## config.mk

```make
export PLATFORM = sky130hd
export DESIGN_NAME = isp_serial_command_security
export DESIGN_NICKNAME = d
export VERILOG_FILES = /design/src/isp_pkg.sv /design/src/isp_serial_command_security.sv /design/src/isp_uart.sv
export VERILOG_INCLUDE_DIRS = /design/src
export SDC_FILE = /design/constraint.sdc
export NUM_CORES = 1
export LEC_CHECK = 0
export CAP_MARGIN = 20
export CORE_MARGIN = 2
export CORE_UTILIZATION = 45
export DETAILED_ROUTE_END_ITERATION = 10
export DONT_BUFFER_PORTS = 1
export HOLD_SLACK_MARGIN = 0.06
export PLACE_DENSITY_LB_ADDON = 0.05
export SLEW_MARGIN = 20
export SYNTH_ARGS = -nofsm -noshare
export SYNTH_HDL_FRONTEND = slang
export SYNTH_SLANG_ARGS = --single-unit
```

## constraint.sdc

```tcl
create_clock -name CLOCK_IN -period 6.6 [get_ports CLOCK_IN]
set_clock_uncertainty 0.1 [all_clocks]
set_input_delay 0.33 -clock CLOCK_IN [delete_from_list [all_inputs] [get_ports CLOCK_IN]]
set_output_delay 0.33 -clock CLOCK_IN [all_outputs]
set_load 0.005 [all_outputs]
```

## src/isp_map.svh

```systemverilog
// offsets, field values and timing counts for the serial programming handler
`ifndef ISP_MAP_SVH
`define ISP_MAP_SVH
`define PROT_LEVEL0        8'hFF
`define PROT_LEVEL1        8'hFE
`define PROT_LEVEL2        8'hFC
`define ERASED_BYTE        8'hFF
`define BOOT_STATUS_RESET  8'hFF
`define BOOT_VECTOR_RESET  8'hFC
`define CHAR_PERIOD        8'h2E
`define CHAR_CR            8'h0D
`define CHAR_LF            8'h0A
`define CHAR_COLON         8'h3A
`define CHAR_P             8'h50
`define CHAR_L             8'h4C
`define CHAR_X             8'h58
`define REC_PROGRAM        8'h00
`define REC_WRITE_FN       8'h03
`define REC_DISPLAY        8'h04
`define REC_READ_FN        8'h05
`define WF_PROTECT         8'h05
`define WF_BOOT_BYTES      8'h06
`define WF_CHIP_ERASE      8'h07
`define CLK_HZ             40000000
`define BAUD_MIN           2400
`define BAUD_MAX           115200
`define BIT_MAX_CYC        (`CLK_HZ / `BAUD_MIN)
`define BIT_MIN_CYC        (`CLK_HZ / `BAUD_MAX)
`define STOP_BITS          2
`define MEM_DEPTH          256
`define ADDR_REG_CTRL      32'h0000_0000
`define ADDR_REG_STATUS    32'h0000_0004
`define ADDR_REG_PROT      32'h0000_0008
`define ADDR_REG_BOOT      32'h0000_000C
`define ADDR_REG_BAUD      32'h0000_0010
`define CTRL_ERASE_BIT     0
`endif

```

## src/isp_pkg.sv

```systemverilog
// types shared by the serial programming handler
package isp_pkg;
	typedef struct packed {
		logic [7:0] data;
		logic       valid;
	} byte_strobe_t;
	typedef enum logic [3:0] {
		ST_AUTOBAUD = 4'h0,
		ST_IDLE     = 4'h1,
		ST_HI       = 4'h2,
		ST_LO       = 4'h3,
		ST_EXEC     = 4'h4,
		ST_ERASE    = 4'h5,
		ST_REPLY    = 4'h6
	} cmd_state_t;
endpackage

```

## src/isp_serial_command_security.sv

```systemverilog
// frame interpreter, protection and erase logic with its bus registers
`include "isp_map.svh"
// Overview of operation
// protection byte values: FFh open, FEh write-locked, FCh read-write-locked
// open is the default; from open either higher level may be set
// protect command only ever raises the level, never lowers it
// level 1 refuses program, boot status and vector writes, answering P
// at level 1 the protection byte may change only to level 2
// level 2 refuses any memory read or write, answering L
// only a full chip erase returns protection to open
// chip erase fills memory FFh, status FFh, vector FCh, protection FFh
// chip erase leaves the resident loader untouched
// bad checksum answers X, CR, LF and the frame is not run
// after reset wait for the baud sequence before any frame
// host opens with a single uppercase U
// one bit time of the U sets the bit-time count
// record type selects how each frame is processed
// every frame is echoed before any status characters
// good program frame: echo, then period, CR, LF
// write function 03 with 05 01 sets protection level 2
// write function with 06 00 programs boot status from third data byte
// link is 8 data bits, no parity, two stop bits
// frame: colon, length, offset, type, data, checksum in hex pairs
// checksum makes the byte sum from length to checksum zero
// baud detect accepts 2400 to 115200 baud, else keeps waiting; the code also locks up to one eighth of a bit time beyond either end
// protection level survives reset and gates every memory command
module isp_serial_command_security (
	input  wire logic        CLOCK_IN,
	input  wire logic        RESETN_IN,
	input  wire logic        RXD_IN,
	output logic             TXD_OUT,
	input  wire logic        HSEL_IN,
	input  wire logic [31:0] HADDR_IN,
	input  wire logic [1:0]  HTRANS_IN,
	input  wire logic        HWRITE_IN,
	input  wire logic [2:0]  HSIZE_IN,
	input  wire logic [31:0] HWDATA_IN,
	input  wire logic        HREADY_IN,
	output logic [31:0]      HRDATA_OUT,
	output logic             HREADYOUT_OUT,
	output logic             HRESP_OUT
);
	// =========================================
	// link
	logic                  locked, tx_ready;
	logic [15:0]           bit_cycles;
	isp_pkg::byte_strobe_t rx_byte, tx_byte;
	isp_uart u_uart (
		.clk        (CLOCK_IN),
		.resetn     (RESETN_IN),
		.rxd        (RXD_IN),
		.txd        (TXD_OUT),
		.locked     (locked),
		.bit_cycles (bit_cycles),
		.rx_byte    (rx_byte),
		.tx_byte    (tx_byte),
		.tx_ready   (tx_ready)
	);
	// =========================================
	// nonvolatile model: program store and boot bytes, not cleared by reset
	logic [7:0] prog_mem [0:`MEM_DEPTH-1];
	logic [7:0] access_protection_byte = `PROT_LEVEL0;
	logic [7:0] boot_status_byte = `BOOT_STATUS_RESET;
	logic [7:0] boot_vector_byte = `BOOT_VECTOR_RESET;
	// =========================================
	// frame parser and echo
	isp_pkg::cmd_state_t state, next_state;
	logic [7:0]  hi_nib, next_hi_nib, sum, next_sum, idx, next_idx;
	logic [7:0]  rec_len, next_rec_len, rec_type, next_rec_type;
	logic [15:0] offset, next_offset;
	logic [7:0]  d0, next_d0, d1, next_d1, d2, next_d2;
	logic [7:0]  reply [0:2];
	logic [7:0]  next_reply [0:2];
	logic [1:0]  rp, next_rp;
	logic [8:0]  er_addr, next_er_addr;
	logic        mem_we, bus_erase, erase_req, next_erase_req;
	logic [7:0]  mem_waddr, mem_wdata, nib;
	logic [2:0]  boot_op;
	logic        hex_ok;
	always_comb begin
		hex_ok = 1'b1;
		nib = 8'h00;
		if (rx_byte.data >= 8'h30 && rx_byte.data <= 8'h39) nib = rx_byte.data - 8'h30;
		else if (rx_byte.data >= 8'h41 && rx_byte.data <= 8'h46) nib = rx_byte.data - 8'h37;
		else hex_ok = 1'b0;
	end
	logic [7:0] full_byte;
	assign full_byte = {hi_nib[3:0], nib[3:0]};
	always_comb begin
		next_state = state;
		next_hi_nib = hi_nib;
		next_sum = sum;
		next_idx = idx;
		next_rec_len = rec_len;
		next_rec_type = rec_type;
		next_offset = offset;
		next_d0 = d0;
		next_d1 = d1;
		next_d2 = d2;
		next_reply = reply;
		next_rp = rp;
		next_er_addr = er_addr;
		next_erase_req = erase_req | bus_erase;
		tx_byte = '{data: rx_byte.data, valid: 1'b0};
		mem_we = 1'b0;
		mem_waddr = offset[7:0] + idx - 8'h04;
		mem_wdata = full_byte;
		boot_op = 3'b000;
		if (rx_byte.valid && state != isp_pkg::ST_AUTOBAUD) tx_byte.valid = 1'b1;
		unique case (state)
			isp_pkg::ST_AUTOBAUD: if (locked) next_state = isp_pkg::ST_IDLE;
			isp_pkg::ST_IDLE: begin
				if (erase_req) begin
					next_state = isp_pkg::ST_ERASE;
					next_er_addr = 9'h000;
					next_erase_req = bus_erase;
				end else if (rx_byte.valid && rx_byte.data == `CHAR_COLON) begin
					next_state = isp_pkg::ST_HI;
					next_sum = 8'h00;
					next_idx = 8'h00;
				end
			end
			isp_pkg::ST_HI: if (rx_byte.valid) begin
				next_hi_nib = nib;
				next_state = hex_ok ? isp_pkg::ST_LO : isp_pkg::ST_IDLE;
			end
			isp_pkg::ST_LO: if (rx_byte.valid) begin
				next_state = hex_ok ? isp_pkg::ST_HI : isp_pkg::ST_IDLE;
				next_sum = sum + full_byte;
				next_idx = idx + 8'h01;
				unique case (idx)
					8'h00: next_rec_len = full_byte;
					8'h01: next_offset[15:8] = full_byte;
					8'h02: next_offset[7:0] = full_byte;
					8'h03: next_rec_type = full_byte;
					8'h04: next_d0 = full_byte;
					8'h05: next_d1 = full_byte;
					8'h06: next_d2 = full_byte;
					default: ;
				endcase
				if (idx == rec_len + 8'h04) next_state = isp_pkg::ST_EXEC;
			end
			isp_pkg::ST_EXEC: begin
				next_state = isp_pkg::ST_REPLY;
				next_rp = 2'd0;
				next_reply[0] = `CHAR_PERIOD;
				next_reply[1] = `CHAR_CR;
				next_reply[2] = `CHAR_LF;
				if (sum != 8'h00) next_reply[0] = `CHAR_X;
				else unique case (rec_type)
					`REC_PROGRAM: begin
						if (access_protection_byte == `PROT_LEVEL2) next_reply[0] = `CHAR_L;
						else if (access_protection_byte == `PROT_LEVEL1) next_reply[0] = `CHAR_P;
						else next_state = isp_pkg::ST_HI;
					end
					`REC_WRITE_FN: begin
						if (d0 == `WF_CHIP_ERASE) begin
							next_state = isp_pkg::ST_ERASE;
							next_er_addr = 9'h000;
						end else if (d0 == `WF_PROTECT) boot_op = d1[0] ? 3'b010 : 3'b001;
						else if (d0 == `WF_BOOT_BYTES) begin
							if (access_protection_byte == `PROT_LEVEL2) next_reply[0] = `CHAR_L;
							else if (access_protection_byte == `PROT_LEVEL1) next_reply[0] = `CHAR_P;
							else boot_op = d1[0] ? 3'b100 : 3'b011;
						end
					end
					`REC_DISPLAY, `REC_READ_FN:
						if (access_protection_byte == `PROT_LEVEL2) next_reply[0] = `CHAR_L;
					default: ;
				endcase
			end
			isp_pkg::ST_ERASE: begin
				mem_we = 1'b1;
				mem_waddr = er_addr[7:0];
				mem_wdata = `ERASED_BYTE;
				next_er_addr = er_addr + 9'h001;
				if (er_addr == 9'(`MEM_DEPTH - 1)) begin
					boot_op = 3'b111;
					next_state = isp_pkg::ST_REPLY;
					next_rp = 2'd0;
					next_reply[0] = `CHAR_PERIOD;
					next_reply[1] = `CHAR_CR;
					next_reply[2] = `CHAR_LF;
				end
			end
			isp_pkg::ST_REPLY: if (tx_ready) begin
				tx_byte = '{data: reply[rp], valid: 1'b1};
				next_rp = rp + 2'd1;
				if (rp == 2'd2) next_state = isp_pkg::ST_IDLE;
			end
			default: next_state = isp_pkg::ST_AUTOBAUD;
		endcase
		// program data written after checksum check, replayed from stage on good frames at level 0 only
		if (state == isp_pkg::ST_EXEC && next_state == isp_pkg::ST_HI) begin
			next_state = isp_pkg::ST_REPLY;
			next_rp = 2'd0;
		end
	end
	// =========================================
	// nonvolatile updates
	logic [7:0] stage [0:127];
	always_ff @(posedge CLOCK_IN) begin
		if (state == isp_pkg::ST_LO && rx_byte.valid && idx >= 8'h04)
			stage[7'(idx - 8'h04)] <= full_byte;
		if (mem_we) prog_mem[mem_waddr] <= mem_wdata;
		if (state == isp_pkg::ST_EXEC && sum == 8'h00 && rec_type == `REC_PROGRAM
			&& access_protection_byte == `PROT_LEVEL0)
			for (int i = 0; i < 128; i++)
				if (8'(i) < rec_len) prog_mem[8'(offset[7:0] + 8'(i))] <= stage[i];
		unique case (boot_op)
			3'b001: if (access_protection_byte == `PROT_LEVEL0)
				access_protection_byte <= `PROT_LEVEL1;
			3'b010: access_protection_byte <= access_protection_byte & `PROT_LEVEL2;
			3'b011: boot_status_byte <= d2;
			3'b100: boot_vector_byte <= d2;
			3'b111: begin
				access_protection_byte <= `PROT_LEVEL0;
				boot_status_byte <= `BOOT_STATUS_RESET;
				boot_vector_byte <= `BOOT_VECTOR_RESET;
			end
			default: ;
		endcase
	end
	always_ff @(posedge CLOCK_IN) begin
		if (!RESETN_IN) begin
			state <= isp_pkg::ST_AUTOBAUD;
			hi_nib <= 8'h00;
			sum <= 8'h00;
			idx <= 8'h00;
			rec_len <= 8'h00;
			rec_type <= 8'h00;
			offset <= 16'h0000;
			d0 <= 8'h00;
			d1 <= 8'h00;
			d2 <= 8'h00;
			reply <= '{8'h00, 8'h00, 8'h00};
			rp <= 2'd0;
			er_addr <= 9'h000;
			erase_req <= 1'b0;
		end else begin
			state <= next_state;
			hi_nib <= next_hi_nib;
			sum <= next_sum;
			idx <= next_idx;
			rec_len <= next_rec_len;
			rec_type <= next_rec_type;
			offset <= next_offset;
			d0 <= next_d0;
			d1 <= next_d1;
			d2 <= next_d2;
			reply <= next_reply;
			rp <= next_rp;
			er_addr <= next_er_addr;
			erase_req <= next_erase_req;
		end
	end
	// =========================================
	// AHB-Lite slave, zero wait states
	logic        dp_valid, dp_write, next_dp_valid, next_dp_write;
	logic [31:0] dp_addr, next_dp_addr, rdata;
	always_comb begin
		next_dp_valid = HSEL_IN && HREADY_IN && HTRANS_IN[1];
		next_dp_write = HWRITE_IN;
		next_dp_addr = HADDR_IN;
		bus_erase = dp_valid && dp_write && dp_addr == `ADDR_REG_CTRL
			&& HWDATA_IN[`CTRL_ERASE_BIT];
		unique case (dp_addr)
			`ADDR_REG_STATUS: rdata = {23'h0, locked, 4'h0, 4'(state)};
			`ADDR_REG_PROT:   rdata = {24'h0, access_protection_byte};
			`ADDR_REG_BOOT:   rdata = {16'h0, boot_vector_byte, boot_status_byte};
			`ADDR_REG_BAUD:   rdata = {16'h0, bit_cycles};
			default:          rdata = 32'h0000_0000;
		endcase
	end
	assign HRDATA_OUT = dp_valid ? rdata : 32'h0000_0000;
	assign HREADYOUT_OUT = 1'b1;
	assign HRESP_OUT = 1'b0;
	always_ff @(posedge CLOCK_IN) begin
		if (!RESETN_IN) begin
			dp_valid <= 1'b0;
			dp_write <= 1'b0;
			dp_addr <= 32'h0000_0000;
		end else begin
			dp_valid <= next_dp_valid;
			dp_write <= next_dp_write;
			dp_addr <= next_dp_addr;
		end
	end
endmodule // isp_serial_command_security

```

## src/isp_uart.sv

```systemverilog
// bit-rate measurement, receiver and transmitter of the programming link
`include "isp_map.svh"
module isp_uart (
	input  wire logic                 clk,
	input  wire logic                 resetn,
	input  wire logic                 rxd,
	output logic                      txd,
	output logic                      locked,
	output logic [15:0]               bit_cycles,
	output isp_pkg::byte_strobe_t     rx_byte,
	input  wire isp_pkg::byte_strobe_t tx_byte,
	output logic                      tx_ready
);
	// =========================================
	// autobaud: low time of the start bit of 'U' is one bit
	logic [15:0] cnt, next_cnt, next_bit_cycles;
	logic        prev_rx, next_locked, measuring, next_measuring;
	always_comb begin
		next_cnt = cnt;
		next_bit_cycles = bit_cycles;
		next_locked = locked;
		next_measuring = measuring;
		if (!locked) begin
			if (!measuring && prev_rx && !rxd) begin
				next_measuring = 1'b1;
				next_cnt = 16'h0001;
			end else if (measuring && !rxd) begin
				if (cnt > 16'(`BIT_MAX_CYC + `BIT_MAX_CYC / 8)) next_measuring = 1'b0;
				else next_cnt = cnt + 16'h0001;
			end else if (measuring) begin
				next_measuring = 1'b0;
				if (cnt >= 16'(`BIT_MIN_CYC - `BIT_MIN_CYC / 8)) begin
					next_bit_cycles = cnt;
					next_locked = 1'b1;
				end
			end
		end
	end
	// =========================================
	// receiver: after lock, skip rest of 'U' and then frame bytes
	logic [15:0] rcnt, next_rcnt;
	logic [3:0]  rbit, next_rbit;
	logic [7:0]  rsh, next_rsh;
	logic        rbusy, next_rbusy, settle, next_settle;
	isp_pkg::byte_strobe_t next_rx_byte;
	always_comb begin
		next_rcnt = rcnt;
		next_rbit = rbit;
		next_rsh = rsh;
		next_rbusy = rbusy;
		next_settle = settle;
		next_rx_byte = '{data: rx_byte.data, valid: 1'b0};
		if (locked && settle) begin
			next_rcnt = rcnt + 16'h0001;
			if (!rxd) next_rcnt = 16'h0000;
			if (rcnt == 16'(bit_cycles * 2)) next_settle = 1'b0;
		end else if (locked && !rbusy) begin
			if (!rxd) begin
				next_rbusy = 1'b1;
				next_rcnt = {1'b0, bit_cycles[15:1]};
				next_rbit = 4'h0;
			end
		end else if (locked) begin
			if (rcnt == 16'h0000) begin
				next_rcnt = bit_cycles - 16'h0001;
				next_rbit = rbit + 4'h1;
				if (rbit >= 4'h1 && rbit <= 4'h8) next_rsh = {rxd, rsh[7:1]};
				if (rbit == 4'h9) begin
					next_rbusy = 1'b0;
					next_rx_byte = '{data: rsh, valid: rxd};
				end
			end else next_rcnt = rcnt - 16'h0001;
		end
	end
	// =========================================
	// transmitter: start, 8 data, two stop bits
	logic [15:0] tcnt, next_tcnt;
	logic [3:0]  tbit, next_tbit;
	logic [10:0] tsh, next_tsh;
	logic        next_txd;
	assign tx_ready = locked && (tbit == 4'h0);
	always_comb begin
		next_tcnt = tcnt;
		next_tbit = tbit;
		next_tsh = tsh;
		next_txd = txd;
		if (tbit == 4'h0) begin
			if (tx_byte.valid && locked) begin
				next_tsh = {2'b11, tx_byte.data, 1'b0};
				next_tbit = 4'(1 + 9 + `STOP_BITS);
				next_tcnt = 16'h0000;
			end
		end else if (tcnt == 16'h0000) begin
			next_txd = tsh[0];
			next_tsh = {1'b1, tsh[10:1]};
			next_tbit = tbit - 4'h1;
			next_tcnt = bit_cycles - 16'h0001;
			if (tbit == 4'h1) next_txd = 1'b1;
		end else next_tcnt = tcnt - 16'h0001;
	end
	always_ff @(posedge clk) begin
		if (!resetn) begin
			cnt <= 16'h0000;
			bit_cycles <= 16'h0000;
			locked <= 1'b0;
			measuring <= 1'b0;
			prev_rx <= 1'b1;
			rcnt <= 16'h0000;
			rbit <= 4'h0;
			rsh <= 8'h00;
			rbusy <= 1'b0;
			settle <= 1'b1;
			rx_byte <= '{data: 8'h00, valid: 1'b0};
			tcnt <= 16'h0000;
			tbit <= 4'h0;
			tsh <= 11'h7FF;
			txd <= 1'b1;
		end else begin
			cnt <= next_cnt;
			bit_cycles <= next_bit_cycles;
			locked <= next_locked;
			measuring <= next_measuring;
			prev_rx <= rxd;
			rcnt <= next_rcnt;
			rbit <= next_rbit;
			rsh <= next_rsh;
			rbusy <= next_rbusy;
			settle <= next_settle;
			rx_byte <= next_rx_byte;
			tcnt <= next_tcnt;
			tbit <= next_tbit;
			tsh <= next_tsh;
			txd <= next_txd;
		end
	end
endmodule // isp_uart

```

# == Word level (Yosys, flattened, before mapping) ==
# Index checks and enable logic that the tools add are counted.
# totals
input_bits,75
elab_cells,302
ff_bits,257
# classes
n_eq_ne,51
magnitude_cmp,9
add_sub_neg,14
n_mux,107
n_reduce_logical,70
bitwise_logic,12
# ops
op,count
$mux W16,12
$mux W8,11
$mux W4,17
$eq A32 B4 Y1 const B,2
$eq A8 B3 Y1 const B,8
$pmux W16 S4,1
$pmux W8 S2,4
$mux W9,6
$pmux W24 S2,1
$pmux W8 S3,2
$sub A16 B1 Y16 const B,3
$mux W3,14
$mux W11,3
$add A16 B1 Y16 const B,2
$eq A32 B3 Y1 const B,1
$eq A32 B5 Y1 const B,1
$logic_not A16 Y1,2
$logic_not A32 Y1,1
$mux W32,1
$pmux W4 S7,1
$pmux W9 S3,1
$reduce_and A5 Y1,5
$eq A8 B8 Y1 const B,3
$mux W24,1
55 further kinds,160

# == Depth between registers and ports, before layout ==
# logic_depth
ltp_word,12
depth_mapped,15
depth_no_buf,15

# == Cells and area by module ==
# A second synthesis with hierarchy kept.
# unflattened
cells_unflattened,1561
hier_area_um2,12817.3
# by_module_without_submodules
module,seq_area_each_um2,area_each_um2,cells_each,n_inst
isp_uart,2082.0,6463.7,837,1
isp_serial_command_security,2752.6,6353.6,724,1

# == Worst setup path before layout ==
# Ideal clock, no wire load.
# synth_path
path_kind,reg-to-reg
start,reg u_uart.rx_byte[4] (netlist name)
end,reg sum[7]
slack_ps,2902
stages_incl_launch_ff,12
setup_ps,122
t_arrival_ps,3476
required_time_ps,6378
path_cell_list,dfxtp_1 -> or4b_2 -> nor4_1 -> a22oi_1 -> inv_1 -> ha_1 -> a21o_1 -> a21oi_1 -> o21ai_0 -> o41ai_1 -> a21oi_1 -> a311o_1
# synth_between
elab_chain_len,7
elab_cells_between_ends,17
# synth_lines
item,line_no,source
$ge A8 B7 Y1 or $le A8 B7 Y1 (tied branches),isp_serial_command_security.sv:84,else if (rx_byte.data >= 8'h41 && rx_byte.data <= 8'h46) nib = rx_byte.data - 8'h37;
$logic_and A1 B1 Y1,isp_serial_command_security.sv:84,
$mux W4,isp_serial_command_security.sv:84,
$mux W4 *,isp_serial_command_security.sv:83,if (rx_byte.data >= 8'h30 && rx_byte.data <= 8'h39) nib = rx_byte.data - 8'h30;
via nib[1],isp_serial_command_security.sv:77,"logic [7:0] mem_waddr, mem_wdata, nib;"
$add A8 B8 Y8 *,isp_serial_command_security.sv:129,next_sum = sum + full_byte;
$mux W8 *,isp_serial_command_security.sv:127,isp_pkg::ST_LO: if (rx_byte.valid) begin
$pmux W8 S2 *,isp_serial_command_security.sv:110,unique case (state)
end signal: assignment,isp_serial_command_security.sv:243,sum <= next_sum;
end: declaration,isp_serial_command_security.sv:68,"logic [7:0] hi_nib, next_hi_nib, sum, next_sum, idx, next_idx;"
# Mark *: on every way through the listed nets, which the timed path passes. The rest lies on a longest branch. The select of a mux whose other input is x is not followed.
# A chain may end at the register's enable or synchronous reset.

# == Final worst setup path ==
# layout_path
start,reg u_uart.rx_byte[4] (netlist name)
end,reg sum[7]
# layout_between
elab_chain_len,7
elab_cells_between_ends,17
# layout_lines
item,line_no
$ge A8 B7 Y1 or $le A8 B7 Y1 (tied branches),isp_serial_command_security.sv:84
$logic_and A1 B1 Y1,isp_serial_command_security.sv:84
$mux W4,isp_serial_command_security.sv:84
$mux W4 *,isp_serial_command_security.sv:83
via nib[2],isp_serial_command_security.sv:77
$add A8 B8 Y8 *,isp_serial_command_security.sv:129
$mux W8 *,isp_serial_command_security.sv:127
$pmux W8 S2 *,isp_serial_command_security.sv:110
# Marked as above.

==> metrics.txt <==
# TYPE chip_impl_metric gauge
chip_impl_info{name="critPathCaptureType",value="flop"} 1
chip_impl_metric{name="regToRegSetupSlack",unit="ns"} 2.14
chip_impl_metric{name="floorplan.die_area",unit="sq um"} 29000
chip_impl_metric{name="floorplan.rows",unit=""} 60
chip_impl_metric{name="layout_worst_path_cycle_share",unit="%"} 67.6
chip_impl_metric{name="groute.layer.met1.usage",unit="%"} 32.8
chip_impl_metric{name="area_growth_syn_to_layout",unit="%"} 10.5
chip_impl_info{name="crit_path_top_delay_cell",value="sky130_fd_sc_hd__nor4_1"} 1
chip_impl_metric{name="max_slew_headroom_at_the_worst_pin",unit="%"} 30.6
chip_impl_metric{name="cp_num_buf_inv",unit=""} 0
chip_impl_metric{name="synthesized_area_per_cell",unit="sq um"} 8.27
chip_impl_metric{name="grtUsageTotal",unit="%"} 23.5
chip_impl_metric{name="async_reset_ff_share",unit="%"} 0
chip_impl_metric{name="synth_top_area_share",unit="%"} 34.3
chip_impl_metric{name="crit_fanout",unit=""} 7
chip_impl_metric{name="worst_hold_path_cells",unit=""} 4
chip_impl_info{name="worstPathCellList",value="or4b_2 > nor4_1 > a21oi_1 > mux2i_1 > ha_1 > a21oi_1 > o21ai_0 > o41ai_1 > a21oi_1 > a311o_1"} 1
chip_impl_metric{name="setup_violations",unit=""} 0
chip_impl_info{name="start_kind",value="flop"} 1
chip_impl_metric{name="drc",unit=""} 0
chip_impl_metric{name="worst_pin_slew",unit="ns"} 1.03
chip_impl_metric{name="drt_iter0_drc",unit=""} 660
chip_impl_info{name="hold_path.class",value="input port to flop"} 1
chip_impl_metric{name="hold_viol_final",unit=""} 0
chip_impl_metric{name="clock_insertion_delay_worst_skew",unit="ns"} 0.53
chip_impl_metric{name="synthDistinctLibCells",unit=""} 79
chip_impl_info{name="rsz0062_at_grt",value="false"} 1
chip_impl_metric{name="yosys_warnings",unit=""} 0
chip_impl_metric{name="fin_worst_hold_slack",unit="ns"} 0.0977
chip_impl_metric{name="nets",unit=""} 1595
chip_impl_metric{name="power.density_cell_area",unit="nW/um^2"} 276
chip_impl_metric{name="synth_simple_gate_area_share",unit="%"} 25.2
chip_impl_metric{name="final_slew_violations",unit=""} 0
chip_impl_metric{name="cts_setup_buffers",unit=""} 0
chip_impl_metric{name="synth_compound_area_share",unit="%"} 15.4
chip_impl_metric{name="grt_use_met3",unit="%"} 2.77
chip_impl_metric{name="antenna_violations_before_repair",unit=""} 0
chip_impl_metric{name="numCtsBuffers",unit=""} 27
chip_impl_info{name="r2r_end",value="sum[7]"} 1
chip_impl_metric{name="share_of_cell_area_taken_by_muxes_after_synthesis",unit="%"} 6.40
chip_impl_info{name="synth_top_cell_by_area",value="sky130_fd_sc_hd__dfxtp_1"} 1
chip_impl_metric{name="cts_resized",unit=""} 0
chip_impl_metric{name="postSynthRegisterBits",unit=""} 232
chip_impl_info{name="worst_min_delay_path_startpoint",value="RXD_IN"} 1
chip_impl_metric{name="via_count",unit=""} 10600
chip_impl_metric{name="synthXorXnorAreaFrac",unit="%"} 5.21
chip_impl_metric{name="crit_arrival",unit="ns"} 4.77
chip_impl_info{name="synth_flop_cell",value="sky130_fd_sc_hd__dfxtp_1"} 1
chip_impl_info{name="cts_tree",value="done"} 1
chip_impl_metric{name="die_w",unit="um"} 170
chip_impl_metric{name="synth_sequential_area_ratio",unit="%"} 38.9
chip_impl_metric{name="max_cap_viol_count",unit=""} 0
chip_impl_metric{name="syn_area",unit="sq um"} 12400
chip_impl_metric{name="pin_count",unit=""} 110
chip_impl_metric{name="layout_min_cycle_time",unit="ns"} 4.46
chip_impl_metric{name="peakVddDrop",unit="mV"} 0.186
chip_impl_metric{name="drive_above_1_share",unit="%"} 4.80
chip_impl_metric{name="clk_transition_reported_paths",unit="ns"} 0.06
chip_impl_metric{name="globalplace.congestion",unit=""} 0.875
chip_impl_metric{name="routed_wire_length_per_instance",unit="um"} 18.6
chip_impl_metric{name="first_global_vias",unit=""} 9939
chip_impl_info{name="status",value="complete, no violations"} 1
chip_impl_metric{name="numPortBuffers",unit=""} 0
chip_impl_metric{name="cts.htree.levels",unit=""} 1
chip_impl_metric{name="post_synth_fa_ha_maj_area_fraction",unit="%"} 3.68
chip_impl_metric{name="synth-edff-count",unit=""} 19
chip_impl_metric{name="reg2reg_depth",unit=""} 10
chip_impl_metric{name="max_stage_delay",unit="ns"} 0.81
chip_impl_metric{name="route.detailed.vias_per_inst",unit=""} 5.75
chip_impl_metric{name="max_freq",unit="MHz"} 224
chip_impl_info{name="crit_top_cell",value="sky130_fd_sc_hd__a21oi_1"} 1
chip_impl_info{name="largest_family_of_logic_cells_by_synthesized_area",value="simple AND/OR/NAND/NOR gates"} 1
chip_impl_metric{name="core_region_area",unit="sq um"} 27000
chip_impl_info{name="critPathTopFamily",value="simple AND/OR/NAND/NOR gates"} 1
chip_impl_metric{name="die_h",unit="um"} 170
chip_impl_metric{name="grt_start_max_net_pins",unit=""} 74
chip_impl_metric{name="grt_pass1_wl",unit="mm"} 54.6
chip_impl_metric{name="floorplan.initialDensity",unit="%"} 46.0
chip_impl_info{name="cts.root.buffer_cell",value="sky130_fd_sc_hd__clkbuf_16"} 1
chip_impl_metric{name="tritoncts_num_sinks",unit=""} 232
chip_impl_metric{name="fillers",unit=""} 2647
chip_impl_metric{name="grtUsageMet2",unit="%"} 37.9
chip_impl_info{name="synth_top_cells_by_area",value="sky130_fd_sc_hd__dfxtp_1 (34%), sky130_fd_sc_hd__mux2i_1 (6.0%), sky130_fd_sc_hd__nor2_1 (5.9%)"} 1
chip_impl_info{name="critPathKind",value="flop to flop"} 1
chip_impl_metric{name="p_leak",unit="nW"} 5.14
chip_impl_info{name="r2r_start",value="u_uart.rx_byte[4]"} 1
chip_impl_metric{name="detail_route.wirelength",unit="mm"} 34.2
chip_impl_info{name="hold-path-endpoint",value="u_uart.rbit[2]"} 1
chip_impl_metric{name="global_route.overflow_total",unit=""} 0
chip_impl_info{name="grt_busiest_layer",value="met2"} 1
chip_impl_metric{name="detail_route.first_pass.iterations",unit=""} 5
chip_impl_metric{name="cell_count_after_synthesis",unit=""} 1503
chip_impl_metric{name="dp_hpwl",unit="mm"} 22.9
chip_impl_metric{name="setup_total_negative_slack",unit="ns"} 0
chip_impl_metric{name="diodes",unit=""} 0
chip_impl_metric{name="critical_path_required",unit="ns"} 6.91
chip_impl_metric{name="antenna_left",unit=""} 0
chip_impl_metric{name="clock_path_buffers",unit=""} 3
-- logic make-up (layout without fill, tap and decap cells) --
group / count (synthesis) / after routing
compound gates: 291 / 291
xor+xnor: 74 / 74
fa+ha+maj: 36 / 36
buf+inv: 154 / 135
flops: 232 / 232
mux: 79 / 79
other cells: 2 / 19
simple gates: 635 / 635
-- how the worst max path moves through the flow --
stage / to / slack, ns / depth (start not counted) / startpoint
after floorplan: sum[7] / 2.90 / 11 / u_uart.rx_byte[4]
after global placement: sum[7] / 2.25 / 10 / u_uart.rx_byte[4]
after detailed placement: sum[7] / 2.15 / 10 / u_uart.rx_byte[4]
after CTS: sum[7] / 2.13 / 10 / u_uart.rx_byte[4]
after global routing: sum[7] / 1.86 / 10 / u_uart.rx_byte[4]
final: sum[7] / 2.14 / 10 / u_uart.rx_byte[4]
-- cells in the mapped netlist (all sizes together) (7+ instances only) --
cell	n
nor3b	7
a22oi	21
clkbuf	89
nand3	46
o21a	9
o31ai	7
o21ai	48
nor2	197
xnor2	43
xor2	31
and3	17
edfxtp	19
a31oi	16
a211oi	19
buf	25
nor3	34
nand4	30
nand2	150
a21oi	85
inv	39
or4	9
dfxtp	213
and2	45
nor4	27
o211ai	17
ha	35
mux2i	75
nand2b	26
nor2b	10
-- registers in the layout, indices dropped and copies added (netlist names), 3 cells and up --
name and count:
er_addr 9, u_uart.rsh 8, boot_status_byte 8, access_protection_byte 3
rec_len 8, u_uart.tsh 9, d0 8, reply 6
hi_nib 4, boot_vector_byte 8, d2 8, rec_type 8
dp_addr 32, u_uart.rx_byte 9, u_uart.bit_cycles 16, state 4
sum 8, u_uart.cnt 16, u_uart.rcnt 16, u_uart.rbit 4
idx 8, u_uart.tbit 4, u_uart.tcnt 16
-- layer usage --
metal  vias up  part of all wire [%]
met3        60                   4.4
met5         -                     0
met2       239                    46
li1       5255                     -
met4         0                   2.8
met1      5035                    47
-- cells in the final DEF (no fill, tap or decap), drive strengths merged, types with 19 or more instances in the layout --
master and n:
conb 19, xor2 31, clkbuf 37, dlygate4sd3 39, and2 45, nor3 34
a22oi 21, nand3 46, inv 41, nor2 197, edfxtp 19, nand2 150
dfxtp 213, o21ai 48, xnor2 43, ha 35, nor4 27, mux2i 75
a211oi 19, nand4 30, a21oi 85, nand2b 26
-- repair_timing --
item,CTS,global route
setup endpoints to repair,0,0
hold buffers,40,0
endpoints found under the hold margin,85,0
-- through the flow --
stage               area [sq um]  total power [mW]  util [%]  std cells  setup WS [ns]
global route               13700              4.01      50.8       1842           1.86
global placement           12500              2.40      46.3       1756           2.25
finish                     13700              3.79      50.8       1842           2.14
CTS                        13700              3.83      50.8       1842           2.13
floorplan                  12500              2.25         -       1520           2.90
detailed placement         12500              2.41      46.3       1756           2.15
-- power by group --
part           switching [mW]  internal [mW]
Clock                   0.582          0.795
Sequential             0.0666           1.50
Combinational           0.510          0.340
-- area by class of cell --
cell class                      instances  area (sq um)  area share, %
Multi-Input combinational cell       1134          7030           51.1
Sequential cell                       232          4830           35.2
Clock buffer                           37           753           5.48
Timing Repair Buffer                   49           485           3.53
Tap cell                              341           427           3.11
Inverter                               40           153           1.11
Clock inverter                          9          62.6          0.455
-- worst reg2reg max path: cells and delay by family (launching register included) --
| family | cells | cell delay [ns] |
|---|---|---|
| AOI/OAI and AO/OA | 6 | 1.36 |
| adders and majority gates | 1 | 0.40 |
| DFF | 1 | 0.37 |
| muxes | 1 | 0.63 |
| and+or+nand+nor | 2 | 1.50 |
(Power assumes the default switching activity.)
